<file path="src/inc/cpm_pkg.sv">
// Package with constants and types for the caller-ID port mode selector.
package cpm_pkg;
	// Operating modes chosen from the strap pins.
	typedef enum logic [1:0]
	{
		CPM_MODE_NORMAL,
		CPM_MODE_CALLERID,
		CPM_MODE_PROGRAM,
		CPM_MODE_UNDEFINED
	} cpm_mode_e;

	// Register byte offsets.
	localparam logic [7:0] CPM_OFF_MODE = 8'h00;
	localparam logic [7:0] CPM_OFF_CTRL = 8'h04;
	localparam logic [7:0] CPM_OFF_IRQ_STATUS = 8'h08;
	localparam logic [7:0] CPM_OFF_IRQ_CLEAR = 8'h0C;
	localparam logic [7:0] CPM_OFF_IRQ_ENABLE = 8'h10;
	localparam logic [7:0] CPM_OFF_PINS = 8'h14;

	// Control register field positions.
	localparam int CPM_CTRL_ALT_RESET_SEL = 0;
	localparam int CPM_CTRL_ALT_RESET_VAL = 1;
	localparam int CPM_CTRL_PRIMARY_RESET_VAL = 2;

	// Interrupt status bit positions.
	localparam int CPM_IRQ_RECEIVER_REQ = 0;
	localparam int CPM_IRQ_RECEIVER_RELEASED = 1;
	localparam int CPM_IRQ_COUNT = 2;

	// Values after reset.
	localparam logic [2:0] CPM_CTRL_RESET = 3'h0;
	localparam logic [CPM_IRQ_COUNT-1:0] CPM_IRQ_RESET = 2'h0;

	// AXI4-Lite response codes.
	localparam logic [1:0] CPM_RESP_OKAY = 2'h0;
	localparam logic [1:0] CPM_RESP_SLVERR = 2'h2;
endpackage

</file>
<file path="src/inc/cpm_rx_if.sv">
// Interface between the mode selector and the receiver reset sequencer.
`timescale 1ns/1ps
interface cpm_rx_if;
	logic hold_low_level;
	logic receiver_in_reset;
	logic released_pulse;

	modport ctrl
	(
		output hold_low_level,
		input receiver_in_reset,
		input released_pulse
	);
	modport seq
	(
		input hold_low_level,
		output receiver_in_reset,
		output released_pulse
	);
endinterface

</file>
<file path="src/core/cpm_release_seq.sv">
// Receiver reset sequencer: releases only after a high, low, high toggle.
`timescale 1ns/1ps
module cpm_release_seq
(
	input wire logic i_clock,
	input wire logic i_reset_n,
	cpm_rx_if.seq rx
);
	typedef enum logic [1:0]
	{
		CPM_SEQ_WAIT_HIGH,
		CPM_SEQ_WAIT_LOW,
		CPM_SEQ_WAIT_RISE,
		CPM_SEQ_RELEASED
	} cpm_seq_e;

	cpm_seq_e state;
	cpm_seq_e next_state;

	always_comb
	begin
		next_state = state;
		case (state)
			CPM_SEQ_WAIT_HIGH:
				if (rx.hold_low_level)
					next_state = CPM_SEQ_WAIT_LOW;
			CPM_SEQ_WAIT_LOW:
				if (!rx.hold_low_level)
					next_state = CPM_SEQ_WAIT_RISE;
			CPM_SEQ_WAIT_RISE:
				if (rx.hold_low_level)
					next_state = CPM_SEQ_RELEASED;
			default:
				if (!rx.hold_low_level)
					next_state = CPM_SEQ_WAIT_RISE;
		endcase
	end

	always_ff @(posedge i_clock or negedge i_reset_n)
	begin
		if (!i_reset_n)
			state <= CPM_SEQ_WAIT_HIGH;
		else
			state <= next_state;
	end

	assign rx.receiver_in_reset = (state != CPM_SEQ_RELEASED);
	assign rx.released_pulse = (state == CPM_SEQ_WAIT_RISE) && (next_state == CPM_SEQ_RELEASED);
endmodule

</file>
<file path="src/core/cpm_mode_select.sv">
// Top of the caller-ID port mode selector with its AXI4-Lite register file.
//
// Chosen here: the AXI4-Lite slave port and the register addresses.
`timescale 1ns/1ps
// Summary of operation
// - Test and reset pins select operating mode.
// - Normal mode links core and receiver by ports.
// - Request P1.0, clock P2.1, data P2.2.
// - Receiver reset from P3.1, or P8.0 if P8.1.
// - Receiver leaves reset only after high-low-high toggle.
// - Caller-ID mode disables core, four pins dedicated.
// - Caller-ID pins P9.0, P9.1, P9.2, P1.1.
// - Request and data pins open-drain in caller-ID mode.
module cpm_mode_select
(
	input wire logic I_CLOCK,
	input wire logic I_RESET_N,
	input wire logic I_TEST_PIN,
	input wire logic I_CHIP_RESET_LOW_PIN,
	output logic O_CORE_ENABLE,
	output logic [1:0] O_MODE,
	input wire logic I_CORE_P3_1,
	input wire logic I_CORE_P8_0,
	input wire logic I_CORE_P8_1,
	output logic O_CORE_P1_0,
	output logic O_CORE_P2_2,
	input wire logic I_CORE_P2_1,
	input wire logic I_CORE_P2_2_OUT,
	input wire logic I_CORE_P2_2_OE_N,
	input wire logic I_RX_REQ,
	output logic O_RX_CLOCK,
	input wire logic I_RX_DATA_OUT,
	input wire logic I_RX_DATA_OE_N,
	output logic O_RX_DATA_IN,
	output logic O_RECEIVER_HOLD_LOW,
	input wire logic I_P9_0,
	output logic O_P9_0,
	output logic O_P9_0_OE_N,
	input wire logic I_P9_1,
	input wire logic I_P9_2,
	output logic O_P9_2,
	output logic O_P9_2_OE_N,
	input wire logic I_P1_1,
	input wire logic [7:0] I_AWADDR,
	input wire logic I_AWVALID,
	output logic O_AWREADY,
	input wire logic [31:0] I_WDATA,
	input wire logic [3:0] I_WSTRB,
	input wire logic I_WVALID,
	output logic O_WREADY,
	output logic [1:0] O_BRESP,
	output logic O_BVALID,
	input wire logic I_BREADY,
	input wire logic [7:0] I_ARADDR,
	input wire logic I_ARVALID,
	output logic O_ARREADY,
	output logic [31:0] O_RDATA,
	output logic [1:0] O_RRESP,
	output logic O_RVALID,
	input wire logic I_RREADY,
	output logic O_IRQ
);
	cpm_pkg::cpm_mode_e mode;
	logic mode_taken;
	logic [2:0] ctrl;
	logic [cpm_pkg::CPM_IRQ_COUNT-1:0] irq_status;
	logic [cpm_pkg::CPM_IRQ_COUNT-1:0] irq_enable;
	logic [cpm_pkg::CPM_IRQ_COUNT-1:0] irq_event;
	logic [cpm_pkg::CPM_IRQ_COUNT-1:0] irq_clear;
	logic req_seen;
	logic callerid;
	logic hold_low_source;
	logic aw_held;
	logic w_held;
	logic [7:0] aw_addr;
	logic [31:0] w_data;
	logic [3:0] w_strb;
	logic do_write;
	logic next_rvalid;
	logic [31:0] next_rdata;
	logic [1:0] next_rresp;

	// Carries the selected reset level to the sequencer and its state back.
	cpm_rx_if rx_link();

	// The sequencer enforces the high, low, high toggle before release.
	cpm_release_seq u_release_seq
	(
		.i_clock(I_CLOCK),
		.i_reset_n(I_RESET_N),
		.rx(rx_link)
	);

	// The strap pins are caught once, at the first edge after reset release.
	always_ff @(posedge I_CLOCK or negedge I_RESET_N)
	begin
		if (!I_RESET_N)
		begin
			mode <= cpm_pkg::CPM_MODE_NORMAL;
			mode_taken <= 1'b0;
		end
		else if (!mode_taken)
		begin
			mode_taken <= 1'b1;
			if (!I_TEST_PIN && I_CHIP_RESET_LOW_PIN)
				mode <= cpm_pkg::CPM_MODE_NORMAL;
			else if (I_TEST_PIN && !I_CHIP_RESET_LOW_PIN)
				mode <= cpm_pkg::CPM_MODE_CALLERID;
			else
				mode <= cpm_pkg::CPM_MODE_PROGRAM;
		end
	end

	assign callerid = (mode == cpm_pkg::CPM_MODE_CALLERID);
	assign O_MODE = mode;
	// The core runs only in normal mode, and only once the straps are taken.
	assign O_CORE_ENABLE = mode_taken && (mode == cpm_pkg::CPM_MODE_NORMAL);

	// Receiver reset source: core port bits in normal mode, a pin in caller-ID mode.
	always_comb
	begin
		if (callerid)
			hold_low_source = I_P1_1;
		else if (I_CORE_P8_1)
			hold_low_source = I_CORE_P8_0;
		else
			hold_low_source = I_CORE_P3_1;
	end

	// The sequencer watches the source only once the straps are taken, so the
	// routing in force before capture cannot count towards the release toggle.
	assign rx_link.hold_low_level = hold_low_source && mode_taken;
	assign O_RECEIVER_HOLD_LOW = hold_low_source && !rx_link.receiver_in_reset;

	// Signal routing between receiver and either the core or the dedicated pins.
	assign O_CORE_P1_0 = callerid ? 1'b0 : I_RX_REQ;
	assign O_RX_CLOCK = callerid ? I_P9_1 : I_CORE_P2_1;
	// Data is a wired-AND: any party driving low pulls the line low.
	always_comb
	begin
		if (callerid)
			O_RX_DATA_IN = I_P9_2 && (I_RX_DATA_OE_N || I_RX_DATA_OUT);
		else
			O_RX_DATA_IN = (I_CORE_P2_2_OE_N || I_CORE_P2_2_OUT)
				&& (I_RX_DATA_OE_N || I_RX_DATA_OUT);
	end
	assign O_CORE_P2_2 = callerid ? 1'b1 : (I_RX_DATA_OE_N || I_RX_DATA_OUT);

	// Open drain: only a low is driven, a high is left to the pull-up.
	assign O_P9_0 = 1'b0;
	assign O_P9_0_OE_N = !(callerid && !I_RX_REQ);
	assign O_P9_2 = 1'b0;
	assign O_P9_2_OE_N = !(callerid && !I_RX_DATA_OE_N && !I_RX_DATA_OUT);

	// Interrupt events: request rising edge and receiver release.
	// The request line idles high behind its pull-up; starting at that level
	// keeps a false edge from being logged right after reset.
	always_ff @(posedge I_CLOCK or negedge I_RESET_N)
	begin
		if (!I_RESET_N)
			req_seen <= 1'b1;
		else
			req_seen <= I_RX_REQ;
	end

	assign irq_event[cpm_pkg::CPM_IRQ_RECEIVER_REQ] = I_RX_REQ && !req_seen;
	assign irq_event[cpm_pkg::CPM_IRQ_RECEIVER_RELEASED] = rx_link.released_pulse;
	// Write-one-to-clear, decoded from the held write.
	assign irq_clear = (do_write && aw_addr == cpm_pkg::CPM_OFF_IRQ_CLEAR && w_strb[0])
		? w_data[cpm_pkg::CPM_IRQ_COUNT-1:0] : '0;

	// One sticky status bit per event source.
	genvar gi;
	generate
		for (gi = 0; gi < cpm_pkg::CPM_IRQ_COUNT; gi++)
		begin : g_irq
			// A new event in the clearing cycle keeps its bit set.
			always_ff @(posedge I_CLOCK or negedge I_RESET_N)
			begin
				if (!I_RESET_N)
					irq_status[gi] <= 1'b0;
				else if (irq_event[gi])
					irq_status[gi] <= 1'b1;
				else if (irq_clear[gi])
					irq_status[gi] <= 1'b0;
			end
		end
	endgenerate

	// Level interrupt: high while any enabled status bit is set.
	assign O_IRQ = |(irq_status & irq_enable);

	// AXI4-Lite write side: address and data captured independently.
	assign O_AWREADY = !aw_held;
	assign O_WREADY = !w_held;
	// A write is performed once both halves are held and no response is pending.
	assign do_write = aw_held && w_held && !O_BVALID;

	always_ff @(posedge I_CLOCK or negedge I_RESET_N)
	begin
		if (!I_RESET_N)
		begin
			aw_held <= 1'b0;
			w_held <= 1'b0;
			aw_addr <= 8'h00;
			w_data <= 32'h0000_0000;
			w_strb <= 4'h0;
			O_BVALID <= 1'b0;
			O_BRESP <= cpm_pkg::CPM_RESP_OKAY;
		end
		else
		begin
			if (I_AWVALID && O_AWREADY)
			begin
				aw_held <= 1'b1;
				aw_addr <= I_AWADDR;
			end
			if (I_WVALID && O_WREADY)
			begin
				w_held <= 1'b1;
				w_data <= I_WDATA;
				w_strb <= I_WSTRB;
			end
			if (do_write)
			begin
				O_BVALID <= 1'b1;
				if (aw_addr == cpm_pkg::CPM_OFF_CTRL || aw_addr == cpm_pkg::CPM_OFF_IRQ_CLEAR
					|| aw_addr == cpm_pkg::CPM_OFF_IRQ_ENABLE)
					O_BRESP <= cpm_pkg::CPM_RESP_OKAY;
				else
					O_BRESP <= cpm_pkg::CPM_RESP_SLVERR;
			end
			// The response handshake frees both capture slots for the next write.
			else if (O_BVALID && I_BREADY)
			begin
				O_BVALID <= 1'b0;
				aw_held <= 1'b0;
				w_held <= 1'b0;
			end
		end
	end

	// Writable registers; only the low byte lane carries any bits.
	always_ff @(posedge I_CLOCK or negedge I_RESET_N)
	begin
		if (!I_RESET_N)
		begin
			ctrl <= cpm_pkg::CPM_CTRL_RESET;
			irq_enable <= cpm_pkg::CPM_IRQ_RESET;
		end
		else if (do_write && w_strb[0])
		begin
			if (aw_addr == cpm_pkg::CPM_OFF_CTRL)
				ctrl <= w_data[2:0];
			else if (aw_addr == cpm_pkg::CPM_OFF_IRQ_ENABLE)
				irq_enable <= w_data[cpm_pkg::CPM_IRQ_COUNT-1:0];
		end
	end

	// AXI4-Lite read side: one read at a time, answered the cycle after the address.
	assign O_ARREADY = !O_RVALID;

	always_comb
	begin
		next_rresp = cpm_pkg::CPM_RESP_OKAY;
		next_rdata = 32'h0000_0000;
		if (I_ARADDR == cpm_pkg::CPM_OFF_MODE)
			next_rdata = {29'h0, mode_taken, mode};
		else if (I_ARADDR == cpm_pkg::CPM_OFF_CTRL)
			next_rdata = {29'h0, ctrl};
		else if (I_ARADDR == cpm_pkg::CPM_OFF_IRQ_STATUS)
			next_rdata = {30'h0, irq_status};
		else if (I_ARADDR == cpm_pkg::CPM_OFF_IRQ_CLEAR)
			next_rdata = 32'h0000_0000;
		else if (I_ARADDR == cpm_pkg::CPM_OFF_IRQ_ENABLE)
			next_rdata = {30'h0, irq_enable};
		else if (I_ARADDR == cpm_pkg::CPM_OFF_PINS)
			next_rdata = {26'h0, rx_link.receiver_in_reset, hold_low_source, I_RX_REQ,
				callerid, I_TEST_PIN, I_CHIP_RESET_LOW_PIN};
		// Unmapped offsets answer with an error and read as zero.
		else
			next_rresp = cpm_pkg::CPM_RESP_SLVERR;
		// Valid rises on an accepted address and holds until the master takes it.
		next_rvalid = O_RVALID ? !I_RREADY : I_ARVALID;
	end

	always_ff @(posedge I_CLOCK or negedge I_RESET_N)
	begin
		if (!I_RESET_N)
		begin
			O_RVALID <= 1'b0;
			O_RDATA <= 32'h0000_0000;
			O_RRESP <= cpm_pkg::CPM_RESP_OKAY;
		end
		else
		begin
			O_RVALID <= next_rvalid;
			// Data is captured with the address so it stands until it is taken.
			if (I_ARVALID && O_ARREADY)
			begin
				O_RDATA <= next_rdata;
				O_RRESP <= next_rresp;
			end
		end
	end
endmodule

</file>
<file path="config.mk">
export PLATFORM = sky130hd
export DESIGN_NAME = cpm_mode_select
export DESIGN_NICKNAME = d
export VERILOG_FILES = /design/src/inc/cpm_pkg.sv /design/src/inc/cpm_rx_if.sv /design/src/core/cpm_release_seq.sv /design/src/core/cpm_mode_select.sv
export SDC_FILE = /design/constraint.sdc
export NUM_CORES = 1
export LEC_CHECK = 0
export BUFFER_PORTS_ARGS = -buffer_cell sky130_fd_sc_hd__buf_2
export CELL_PAD_IN_SITES_DETAIL_PLACEMENT = 0
export CELL_PAD_IN_SITES_GLOBAL_PLACEMENT = 1
export CORE_UTILIZATION = 27
export DETAILED_ROUTE_END_ITERATION = 16
export PLACE_DENSITY_LB_ADDON = 0.1
export SYNTH_ARGS = -nofsm -noshare
export SYNTH_HDL_FRONTEND = slang
export SYNTH_HIERARCHICAL = 1
export SYNTH_SLANG_ARGS = --single-unit
export TNS_END_PERCENT = 100
</file>
<file path="constraint.sdc">
create_clock -name I_CLOCK -period 1.57 [get_ports I_CLOCK]
set_clock_uncertainty 0.15 [all_clocks]
set_input_delay 0.0785 -clock I_CLOCK [delete_from_list [all_inputs] [get_ports I_CLOCK]]
set_output_delay 0.0785 -clock I_CLOCK [all_outputs]
set_load 0.005 [all_outputs]
</file>
==> out/results.ini, run 1 <==
[route]
route.met2.wl_mm = 2.18
routedLengthMet1_mm = 2.15
drtIter0Drc = 32
vias_per_cell = 4.09
vias = 1641
antenna_left = 0
drc = 0
routed-wl-met3_um = 306
wirelength_mm = 4.67
avgRoutedWirePerCell_um = 11.6
highest_layer = met4
drtPass1Iterations = 4

[power_and_ir_drop]
comb_power_share = 0.340
power.switching_w = 0.000986
seqPwrFrac = 0.418
power_density_nw_per_um2 = 1110
p_leak_nw = 1.47
sw_frac_of_total = 0.299
power.total_w = 0.00330
clkPwrFrac = 0.242
ir_drop_v = 0.000739
internal_power_w = 0.00231

[clock_tree]
clockBufferDepth = 2
ctsHtreeMaxLevel = 2
root_buffer = clkbuf_8
cts_tree = done
path_clk_slew_ps = 70
cts_hold_buf = 23
clkSinkCount = 37
clock_latency_ps = 290
cts_buffers = 5

[sta]
rsz0062_at_grt = yes
fmaxAchievable_ghz = 0.594
fin_ws_ps = -113
hold_viol_final = 3
slew_viol_final = 0
setup_tns_ps = -648
period_needed_ps = 1680
setup_viol = 12
timing.hold.ws_ps = -14.8
post-route-period-util = 1.07

[worst_setup_path]
cp_max_fo = 4
cp-end-kind = primary output
worstSetupStartpointType = flip-flop
arrival_ps = 1450
criticalPathCategory = reg2out
required_ps = 1340

[placed_design]
dp_hpwl_mm = 3.55
place_congestion = 0.678
place_ws_ps = -139
port_buffers = 64

[layout]
drive_above_1_share = 0.430
synthToLayoutAreaGrowth_pct = 49.1
diodes = 0
nNetsFinal = 380
n_fill_cell = 711

[run]
maxCapViolations = 0

[global_routing]
gr-total-overflow = 0
antenna_found_initial = 0
grt_max_degree = 23
grt_pass1_vias = 1496
grt_pass1_wl_mm = 7.09
grtUsageTotal = 0.123

[die]
dieArea_um2 = 7740
std_cell_rows = 30
die_w_um = 88.0
core_um2 = 6980
die_y_um = 88.0
ios = 128
initial_core_util = 0.286

[yosys]
syn_area_um2 = 2000
yosysSeqAreaShare = 0.465
yosys_warnings = 6
syn_avg_cell_area_um2 = 10.6
syn_inst = 188
synth_cell_types = 36
ys_ff_latch = 37

[status]
violations = hold timing, setup timing
status = complete, but fails checks

[worst_hold_path]
hold_class = in2reg

[area by class of cell]
type / instances / area, um2 / area share
multi-input combinational: 137 / 973 / 0.327
clock inverter: 2 / 35.0 / 0.0118
inverter: 7 / 26.3 / 0.00883
timing repair buffer: 117 / 825 / 0.277
sequential: 37 / 927 / 0.312
tap: 96 / 120 / 0.0404
clock buffer: 5 / 68.8 / 0.0231
[layer usage]
metal	vias up	global-route usage
met5	-	0
met4	0	0.0537
met3	4	0.0302
met2	60	0.199
met1	756	0.156
li1	821	-
[worst max-delay path: stages, from the launching register on]
cell	delay (ps)
dfrtp_1	410
nor2b_4	190
buf_6	150
mux2_4	300
buf_6	110
[layout by cell type (no fill, tap or decap), types with 2 or more instances in the layout]
master,Yosys,layout
nor4_1,3,3
nor2_1,12,10
a21o_1,2,2
clkbuf_8,0,5
a22o_1,2,2
nor2b_1,9,8
nand3_1,2,2
mux2_1,13,10
a221oi_1,2,2
o21ai_1,4,4
buf_4,30,25
nor3_1,4,2
mux2_2,9,9
nand2b_1,3,2
mux2_4,0,3
buf_6,0,7
nor3_2,0,2
buf_2,2,61
o41ai_2,3,3
a21oi_1,6,4
inv_1,7,7
o21ai_0,2,2
nand2_1,13,11
nand4_1,4,4
conb_1,2,31
a21oi_2,0,2
dfrtp_1,36,36
mux2i_1,2,2
dlygate4sd3_1,0,22
[power groups by stage]
| stage | Sequential [W] | Clock, W | Combinational, W |
|---|---|---|---|
| after floorplan | 0.00138 | 0 | 0.000513 |
| after global placement | 0.00140 | 0 | 0.000926 |
| after detailed placement | 0.00140 | 0 | 0.000927 |
| after CTS | 0.00138 | 0.000839 | 0.00109 |
| after global routing | 0.00142 | 0.000872 | 0.00125 |
| final | 0.00138 | 0.000797 | 0.00112 |
[state kept, by name, indices dropped and copies added, names as in the netlist]
register and flops:
O_BRESP 1, O_BVALID 1, O_MODE 2, O_RDATA 6
O_RRESP 1, O_RVALID 1, aw_addr 8, aw_held 1
ctrl 3, irq_enable 2, irq_status 2, mode_taken 1
req_seen 1, u_release_seq/state 2, w_data 3, w_held 1
w_strb 1
[cells by family after synthesis]
logic type / Yosys count / synth area share
AO/OA/AOI/OAI: 23 / 0.0865
adder cells (fa/ha/maj): 1 / 0.00627
buffers and inverters: 43 / 0.139
flip-flops: 37 / 0.465
multiplexers: 24 / 0.134
other: 2 / 0.00376
AND/OR/NAND/NOR: 58 / 0.166
[repair_timing]
item,CTS,global route
pin swaps,10,3
endpoints found under the setup margin,11,15
resized for setup,11,13
endpoints found under the hold margin,61,3
buffers inserted,6,4
[stage by stage]
step	utilization	cells	instance area [um2]
3_3_place_gp	0.355	363	2480
4_1_cts	0.417	399	2910
3_5_place_dp	0.355	363	2480
2_1_floorplan	-	217	2110
5_1_grt	0.426	401	2980
6_report	0.426	401	2980
[worst paths after layout]
path,start,to,slack (ps),depth (start not counted)
max,O_MODE[1],O_RX_CLOCK,-110,4
min,I_ARADDR[7],O_RDATA[0],-10,3
max reg2reg,O_BVALID,ctrl[2],-110,4
min reg2reg,O_RRESP[1],O_RRESP[1],330,2
max in group asynchronous,I_RESET_N,aw_held,720,3
min in group asynchronous,I_RESET_N,O_RVALID,100,2
[cell usage after synthesis, drive strengths merged]
cell    number  area share
or4          1      0.0056
or3          1      0.0031
o31ai        1      0.0038
conb         2      0.0038
nand2b       3      0.0094
nor2        12       0.023
ha           1      0.0063
o41ai        3       0.024
a21o         2      0.0075
o21ai        6       0.015
nand2       13       0.024
nand3        2      0.0050
a21oi        6       0.015
a22o         2      0.0088
inv          7       0.013
a31oi        1      0.0031
nor3b        2       0.010
or2          1      0.0031
nor4         4       0.020
nor3         4       0.010
a221oi       2      0.0088
clkbuf       4      0.0075
buf         32        0.12
nand4        4       0.013
nand4b       1      0.0044
dfrtp       36        0.45
mux2i        2       0.010
dfstp        1       0.013
nor2b        9       0.028
mux2        22        0.12
nor4b        1      0.0075
Note: power is estimated with default switching activity, not from simulation.
==> inputs of run 2 (changes only) <==
--- a/config.mk
+++ b/config.mk
@@ -10,6 +10,7 @@
 export CELL_PAD_IN_SITES_GLOBAL_PLACEMENT = 1
 export CORE_UTILIZATION = 27
 export DETAILED_ROUTE_END_ITERATION = 16
+export MAX_ROUTING_LAYER = met4
 export PLACE_DENSITY_LB_ADDON = 0.1
 export SYNTH_ARGS = -nofsm -noshare
 export SYNTH_HDL_FRONTEND = slang
==> run 2 against run 1 <==
  * The run still ends with hold timing, setup timing left
  * Sequential cell count is the same
  * Global-route usage grew 0.45 points
  * Die area is the same
  * Utilization shrank 0.054 points
==> out/results.ini, run 2 (synthesis results as in run 1) <==
[layout]
layout_commonest_cell = buf_2
largest_reg_flops = 8  ; unchanged
top_register = aw_addr
nNetsFinal = 380  ; unchanged
drive_above_1_share = 0.430  ; unchanged
diodes = 0  ; unchanged
synthToLayoutAreaGrowth_pct = 48.9
reg_top3 = aw_addr (8), O_RDATA (6)
mostFrequentLayoutCells = buf_2 (61), dfrtp_1 (36), conb_1 (31)

[sta]
slew_viol_final = 0  ; unchanged
fin_ws_ps = -112  ; +1.07 ps
setup_tns_ps = -676  ; -28.1 ps
timing.hold.ws_ps = -16.1  ; -1.24 ps
rsz0062_at_grt = yes
fmaxAchievable_ghz = 0.594  ; about the same
setup_viol = 12  ; unchanged
post-route-period-util = 1.07  ; about the same
hold_viol_final = 3  ; unchanged
period_needed_ps = 1680  ; -1.07 ps

[worst_setup_path]
cp-end-kind = primary output
required_ps = 1340  ; about the same
reg2reg_from = O_BVALID
rr_worst_depth = 4  ; unchanged
criticalPathCategory = reg2out
worstSetupStartpointType = flip-flop
r2r_slack_ps = -110  ; about the same
arrival_ps = 1450  ; about the same
r2r_end = ctrl[2]
crit_start = O_MODE[1]
cp_max_fo = 4  ; unchanged

[status]
status = complete, but fails checks
violations = hold timing, setup timing

[worst_hold_path]
hold_class = in2reg
holdPathStages = 3  ; unchanged
hp-start = I_ARADDR[7]
worst_hold_path.endpoint = O_RDATA[0]

[route]
drtPass1Iterations = 4  ; unchanged
drtIter0Drc = 28  ; -13%
wirelength_mm = 4.65  ; -0.43%
antenna_left = 0  ; unchanged
vias = 1637  ; -0.24%
vias_per_cell = 4.08  ; -0.24%
avgRoutedWirePerCell_um = 11.6  ; -0.43%
drc = 0  ; unchanged

[die]
dieArea_um2 = 7740  ; unchanged
std_cell_rows = 30  ; unchanged
initial_core_util = 0.286  ; unchanged
die_w_um = 88.0  ; unchanged
die_y_um = 88.0  ; unchanged
ios = 128  ; unchanged
core_um2 = 6980  ; unchanged

[clock_tree]
cts_hold_buf = 23  ; unchanged
ctsHtreeMaxLevel = 2  ; unchanged
path_clk_slew_ps = 70  ; about the same
clockBufferDepth = 2  ; unchanged
cts_tree = done
clock_latency_ps = 290  ; about the same
root_buffer = clkbuf_8
clkSinkCount = 37  ; unchanged
cts_buffers = 5  ; unchanged

[placed_design]
port_buffers = 64  ; unchanged
place_congestion = 0.685  ; +1.0%
dp_hpwl_mm = 3.55  ; unchanged

[power_and_ir_drop]
power.total_w = 0.00330  ; about the same
p_leak_nw = 1.47  ; about the same
ir_drop_v = 0.000741  ; +0.26%
power_density_nw_per_um2 = 1110  ; +0.13%

[global_routing]
grt_pass1_wl_mm = 7.09  ; about the same
antenna_found_initial = 0  ; unchanged
grtUsageTotal = 0.128  ; +0.00451
grt_pass1_vias = 1492  ; -0.27%
gr-total-overflow = 0  ; unchanged
grt_max_degree = 23  ; unchanged

[run]
maxCapViolations = 0  ; unchanged

## run 2: changes by cell type in the layout (fill, tap and decap cells not counted)
cell   delta
buf_4     +1
buf_6     -1
## run 2: per-layer routing
metal	part of all wire	vias up	wire length [um]	global-route usage
li1	-	821	-	-
met1	0.46	751	2120	0.156
met2	0.47	58	2160	0.199
met3	0.062	7	287	0.0330
met4	0.016	0	74	0.0537
met5	0	-	0	-
## run 2: area by class of cell
cell class,instances,area [um2]
well taps,96,120
flip-flops and latches,37,927
multi-input cells,137,973
inverters,7,26.3
clock buffers,5,68.8
clock inverters,2,35.0
repair buffers,117,821
fillers,713,4010
## run 2: through the flow
| stage | utilization | setup slack (ps) | instances | area [um2] |
|---|---|---|---|---|
| 4_1_cts | 0.417 | -151 | 399 | 2910 |
| 5_1_grt | 0.426 | -181 | 401 | 2970 |
| 3_3_place_gp | 0.355 | -126 | 363 | 2480 |
| 2_1_floorplan | - | -21.6 | 217 | 2110 |
| 3_5_place_dp | 0.355 | -139 | 363 | 2480 |
| 6_report | 0.426 | -112 | 401 | 2970 |
## run 2: worst max path at each step
stage / slack, ps / to / cells past startpoint
2_1_floorplan: -20 / ctrl[0] / 4
3_3_place_gp: -130 / irq_enable[0] / 5
3_5_place_dp: -140 / irq_enable[0] / 5
4_1_cts: -150 / O_RX_CLOCK / 5
5_1_grt: -180 / O_RX_CLOCK / 4
6_report: -110 / O_RX_CLOCK / 4
## run 2: critical path: stages (launching register included)
cell	delay, ps
dfrtp_1	410
nor2b_4	190
buf_6	150
mux2_4	300
buf_6	110
## run 2: timing repair
action / in CTS / in global routing
resized for setup: 11 / 12
pin swaps: 10 / 3
buffers inserted: 6 / 3
endpoints found under the setup margin: 11 / 15
cloned: 0 / 0
endpoints found under the hold margin: 61 / 3
## run 2: report_power, final
part	switching [W]	internal [W]
Clock	0.000338	0.000462
Combinational	0.000472	0.000648
Sequential	0.000177	0.00120
